### src/updown_counter_cfg.svh
`ifndef UPDOWN_COUNTER_CFG_SVH
`define UPDOWN_COUNTER_CFG_SVH

// Width of the count.
`define CNT_WIDTH       4
// Count value held after the sync reset and after a clear.
`define CNT_CLEAR_VALUE 4'h0
// Idle level of both count clocks and of the terminal outputs.
`define CLK_IDLE_LEVEL  1'b1
`define TERM_IDLE_LEVEL 1'b1

`endif

### src/updown_counter_pkg.sv
package updown_counter_pkg;

    // Control levels driven by the outside party, sampled on clk_sys_i.
    typedef struct packed {
        logic count_up_clock;
        logic count_down_clock;
        logic master_clear;
        logic preset_load_n;
    } counter_ctrl_t;

    // Active-low terminal outputs used to clock the next stage.
    typedef struct packed {
        logic carry_out_n;
        logic borrow_out_n;
    } counter_term_t;

endpackage

### src/presettable_updown_counter4.sv
`timescale 1ns/1ps
`include "updown_counter_cfg.svh"
// Notes on behaviour
// - A rising edge on the up clock while the down clock is high and not itself rising adds one to the count.
// - A rising edge on the down clock while the up clock is high and not itself rising subtracts one from the count.
// - The count changes only on a rising count clock edge, apart from clear and preset.
// - A high master clear forces the count to zero without any count clock edge.
// - Clear overrides preset, both count clocks and the preset data.
// - A low preset load without clear copies the preset value into the count regardless of the clocks.
// - Carry and borrow stay high while their terminal condition is not met.
// - At count fifteen the carry output follows the up clock, low during its low phase.
// - At count zero the borrow output follows the down clock, low during its low phase.
// - A clock held low through a clear or preset counts on its next rising edge.
// - The count is a four-bit unsigned binary value counting either way.
// - Up from fifteen wraps to zero and down from zero wraps to fifteen.
// - Carry and borrow can clock the up and down inputs of the next stage directly.
module presettable_updown_counter4 #(
    parameter int WIDTH = `CNT_WIDTH
) (
    input  wire logic                              clk_sys_i,
    input  wire logic                              srst_i,
    input  wire updown_counter_pkg::counter_ctrl_t ctrl_i,
    input  wire logic [WIDTH-1:0]                  preset_value_i,
    output logic      [WIDTH-1:0]                  count_value_o,
    output updown_counter_pkg::counter_term_t      term_o
);

    localparam logic [WIDTH-1:0] CNT_MAX   = '1;
    localparam logic [WIDTH-1:0] CNT_CLEAR = WIDTH'(`CNT_CLEAR_VALUE);

    // Terminal decode, shared by the carry and borrow paths.
    function automatic logic at_value(input logic [WIDTH-1:0] cnt, input logic [WIDTH-1:0] ref_val);
        at_value = (cnt == ref_val);
    endfunction

    logic [WIDTH-1:0] count_q;
    logic [WIDTH-1:0] count_d;
    logic             up_prev_q;
    logic             down_prev_q;
    logic             up_rise;
    logic             down_rise;
    logic             step_up;
    logic             step_down;
    logic             carry_n_d;
    logic             borrow_n_d;
    updown_counter_pkg::counter_term_t term_q;

    // Previous levels track the clocks through clear and preset as well, so a clock
    // that stays low across them still yields a rising edge afterwards.
    always_ff @(posedge clk_sys_i) begin
        if (srst_i) begin
            up_prev_q   <= `CLK_IDLE_LEVEL;
            down_prev_q <= `CLK_IDLE_LEVEL;
        end else begin
            up_prev_q   <= ctrl_i.count_up_clock;
            down_prev_q <= ctrl_i.count_down_clock;
        end
    end

    assign up_rise   = ctrl_i.count_up_clock & ~up_prev_q;
    assign down_rise = ctrl_i.count_down_clock & ~down_prev_q;
    // Simultaneous rises on both clocks break the idle-high discipline of the driver,
    // so neither is counted rather than picking one arbitrarily.
    assign step_up   = up_rise & ctrl_i.count_down_clock & ~down_rise;
    assign step_down = down_rise & ctrl_i.count_up_clock & ~up_rise;

    always_comb begin
        count_d = count_q;
        if (ctrl_i.master_clear) begin
            count_d = CNT_CLEAR;
        end else if (!ctrl_i.preset_load_n) begin
            count_d = preset_value_i;
        end else if (step_up) begin
            count_d = WIDTH'(count_q + 1'b1);
        end else if (step_down) begin
            count_d = WIDTH'(count_q - 1'b1);
        end
    end

    always_ff @(posedge clk_sys_i) begin
        if (srst_i) begin
            count_q <= CNT_CLEAR;
        end else begin
            count_q <= count_d;
        end
    end

    // Decoding from the next count keeps the registered terminal outputs aligned with
    // the registered count, at the cost of one cycle of lag behind the clock levels.
    assign carry_n_d  = ~(at_value(count_d, CNT_MAX) & ~ctrl_i.count_up_clock);
    assign borrow_n_d = ~(at_value(count_d, CNT_CLEAR) & ~ctrl_i.count_down_clock);

    always_ff @(posedge clk_sys_i) begin
        if (srst_i) begin
            term_q.carry_out_n  <= `TERM_IDLE_LEVEL;
            term_q.borrow_out_n <= `TERM_IDLE_LEVEL;
        end else begin
            term_q.carry_out_n  <= carry_n_d;
            term_q.borrow_out_n <= borrow_n_d;
        end
    end

    assign count_value_o = count_q;
    assign term_o        = term_q;
endmodule

### config.mk
export PLATFORM = sky130hd
export DESIGN_NAME = presettable_updown_counter4
export DESIGN_NICKNAME = d
export VERILOG_FILES = /design/src/updown_counter_pkg.sv /design/src/presettable_updown_counter4.sv
export VERILOG_INCLUDE_DIRS = /design/src
export SDC_FILE = /design/constraint.sdc
export NUM_CORES = 1
export LEC_CHECK = 0
export BUFFER_PORTS_ARGS = -buffer_cell sky130_fd_sc_hd__buf_2
export CORE_AREA = 2 2 39 41
export CTS_BUF_LIST = sky130_fd_sc_hd__clkbuf_8 sky130_fd_sc_hd__clkbuf_16
export CTS_CLUSTER_DIAMETER = 200
export DETAILED_ROUTE_END_ITERATION = 16
export DIE_AREA = 0 0 41 43
export MAX_ROUTING_LAYER = met4
export PLACE_DENSITY = 0.6
export SETUP_SLACK_MARGIN = 0.4
export SLEW_MARGIN = 20
export SYNTH_ARGS = -nofsm -noshare
export SYNTH_HDL_FRONTEND = slang
export SYNTH_SLANG_ARGS = --single-unit
export TNS_END_PERCENT = 100
### constraint.sdc
create_clock -name clk_sys_i -period 2.6 [get_ports clk_sys_i]
set_clock_uncertainty 0.05 [all_clocks]
set_input_delay 0.13 -clock clk_sys_i [delete_from_list [all_inputs] [get_ports clk_sys_i]]
set_output_delay 0.13 -clock clk_sys_i [all_outputs]
set_load 0.01 [all_outputs]
==> reports/results.tsv <==
metric	value	unit
run status	finished clean	
DP HPWL	914	um
layout cell share with drive strength beyond 1	0.434	
diode count	0	
largest family of logic cells by synthesized area	simple AND/OR/NAND/NOR gates	
Final Hold Vio Count	0	
Area Growth Syn to Fin	35.9	%
Post-synth EDFFs	0	
port bufs	15	
reg2reg setup slack	0.57	ns
Post-Synth Simple-Gate Area	0.411	
RSZ-0062 raised after global routing	false	
Critical Path End Type	flop	
routed length per instance	13.1	um
Sink Count	8	
DR vias	505	
first-pass GRT wire length	1.90	mm
adder-cell area share of the yosys netlist	0.0499	
part of the Yosys area used for sequential elements	0.319	
Primary FF master, synth	dfxtp_1	
Die Y	43	um
gp weighted congestion	0.777	
hold path start	srst_i	
first drt pass iteration count	4	
Final Setup Violations	0	
DRC	0	
hold path cells	2	
reg-to-reg endpoint	term_o[1]	
Core ar.	1380	um2
class of the worst hold path	in2reg	
Warnings, synthesis	0	
FFs w/ async S/R, synth	0	
Clk pin slew, worst setup/hold paths	0.04	ns
Min-Delay Endpoint	count_value_o[1]	
FF/Latch Area	165	um2
clk root buf	clkbuf_8	
Min Hold Slack	0.0742	ns
Critical Path Start Type	flop	
# rows	14	
max-cap violations	0	
mux cell area share after synthesis	0	
Mean Syn Cell Area	9.12	um2
cts hold-fix bufs	0	
grt ovf	0	
Synth Net Count	67	
die area	1760	um2
pin count of the biggest net entering global routing	12	
total wire length	1.21	mm
area taken by multi-input logic gates	339	um2
clock tree buffer depth	2	
worst path arrival time	2.08	ns
actual slew at the worst max-slew pin	0.394	ns
pins over their slew limit	0	
vias in the first global route	471	
Fillers	143	
IO Pins	16	
Final Util	0.493	
initial core utilization	0.363	
critical setup path kind	reg2reg	
antenna violations before repair	0	
sum of negative setup slack	0	ns
compound-gate portion of the synthesized area	0.172	
VDD IR max	372	uV
#FFs+latches synth	8	
r2r worst-path depth	7	
Power per Cell Area	492	nW/um2
DR vias/cell	5.49	
dpl ws	0.316	ns
GRT Util Overall	0.168	
Die Wd	41	um
depth of the CTS H-tree	1	
CTS tree	built	
fin crit share	0.783	
post-synthesis xor/xnor area fraction	0.0175	
setup slack after layout	0.565	ns
Worst slew margin	0.735	
Post-layout nets	90	
Netlist cell types	32	
number of DRC markers in iteration 0	11	
CTS Buf Count	3	
cell count after synthesis	55	
Peak Freq	491	MHz
Final ANT Viol Nets	0	
Tmin final	2.03	ns
Worst Path Required	2.65	ns
Syn Std Cell Area	502	um2
LEAKAGE	0.303	nW
CP max FO	3	
FF-to-FF Start	count_value_o[0]	
Worst-Skew Late Latency	0.23	ns
## registers in the layout, summed over array words and instances, names as in the netlist
signal,count
count_value_o,4
term_o,2
up_prev_q,1
down_prev_q,1
## logic make-up (layout without fill, tap and decap cells)
group,after synthesis,count (layout)
buf+inv,4,25
compound gates,10,10
flops,8,8
simple gates,30,30
fa+ha+maj,2,2
xor+xnor,1,1
## cell type report
class                   count  area share
well taps                  16      0.0294
repair buffers             19       0.154
multi-input cells          43       0.497
flip-flops and latches      8       0.242
inverters                   3      0.0165
clock buffers               3      0.0606
## routing by layer
metal	part of all wire	vias up	GRT usage
met1	0.43	235	0.185
met5	0	-	-
met4	0.0083	0	0.0800
met2	0.49	19	0.266
met3	0.064	2	0.0471
li1	-	249	-
## synthesized netlist by cell type, drive strengths merged (2+ instances only)
cell type	number	area, um2
or2	3	18.8
nor2	6	22.5
a41o	2	20.0
ha	2	25.0
nand2	2	7.51
nand3b	2	27.5
dfxtp	8	160
inv	3	11.3
nor2b	3	18.8
o21ai	2	10.0
and4b	2	21.3
nand2b	2	12.5
nand4	2	12.5
## worst max path at each step
| stage | from | end | slack [ns] | cells after the start |
|---|---|---|---|---|
| after floorplan | count_value_o[1] | term_o[1] | 0.41 | 7 |
| after detailed placement | count_value_o[1] | term_o[1] | 0.32 | 7 |
| after CTS | count_value_o[1] | term_o[1] | 0.40 | 7 |
| after global routing | count_value_o[0] | term_o[1] | 0.45 | 7 |
| after global placement | count_value_o[1] | term_o[1] | 0.37 | 7 |
| final | count_value_o[0] | term_o[1] | 0.57 | 7 |
## cell usage in the layout (no fill, tap or decap)
| cell type | Yosys | routed |
|---|---|---|
| ha_1 | 2 | 1 |
| nor3_1 | 1 | 1 |
| or4b_1 | 1 | 1 |
| inv_1 | 3 | 2 |
| buf_2 | 0 | 15 |
| nand4_1 | 2 | 2 |
| clkbuf_8 | 0 | 3 |
| ha_4 | 0 | 1 |
| a2111oi_2 | 1 | 1 |
| and4b_2 | 1 | 1 |
| xnor2_1 | 1 | 1 |
| buf_4 | 0 | 4 |
| nor2b_1 | 3 | 3 |
| nand3b_1 | 1 | 1 |
| nand3_1 | 1 | 1 |
| nand2_1 | 2 | 2 |
| a21o_2 | 1 | 1 |
| nand3b_4 | 1 | 1 |
| o21bai_1 | 1 | 1 |
| or2_0 | 1 | 1 |
| nor3b_1 | 1 | 1 |
| a211o_1 | 1 | 1 |
| o21ai_0 | 2 | 2 |
| nand4b_1 | 1 | 1 |
| nor4b_2 | 1 | 1 |
| dfxtp_4 | 0 | 1 |
| nand2b_1 | 2 | 2 |
| or4_1 | 1 | 1 |
| dfxtp_1 | 8 | 6 |
| and4b_1 | 1 | 1 |
| o211ai_1 | 1 | 1 |
| o2111ai_1 | 1 | 1 |
| dfxtp_2 | 0 | 1 |
| or2_2 | 2 | 2 |
| inv_2 | 0 | 1 |
| and2_1 | 1 | 1 |
| nor2_1 | 6 | 6 |
| a41o_1 | 2 | 2 |
## where the power goes
| group | switching (mW) | total, mW | internal [mW] |
|---|---|---|---|
| Clock | 0.0461 | 0.146 | 0.100 |
| Combinational | 0.0272 | 0.0543 | 0.0272 |
| Sequential | 0.00636 | 0.135 | 0.128 |
| Total | 0.0797 | 0.335 | 0.256 |
## worst max-delay path, cell delays in order, from the launching register on
cell	delay, ns
dfxtp_2	0.31
inv_1	0.11
ha_4	0.21
nand4b_1	0.16
a21o_2	0.20
a41o_1	0.26
or2_0	0.21
or4_1	0.38
## per-stage QoR
stage | instance area (um2) | power (mW) | cells
2_1_floorplan | 503 | 0.165 | 55
3_3_place_gp | 594 | 0.184 | 85
3_5_place_dp | 594 | 0.185 | 85
4_1_cts | 654 | 0.334 | 90
5_1_grt | 682 | 0.351 | 92
6_report | 682 | 0.335 | 92
## what timing repair did
item	in CTS	in global routing
setup buffers	2	2
pin swaps	0	5
gates cloned	0	0
resized for setup	2	2
setup endpoints to repair	1	1
Note: power is estimated with default switching activity, not from simulation.
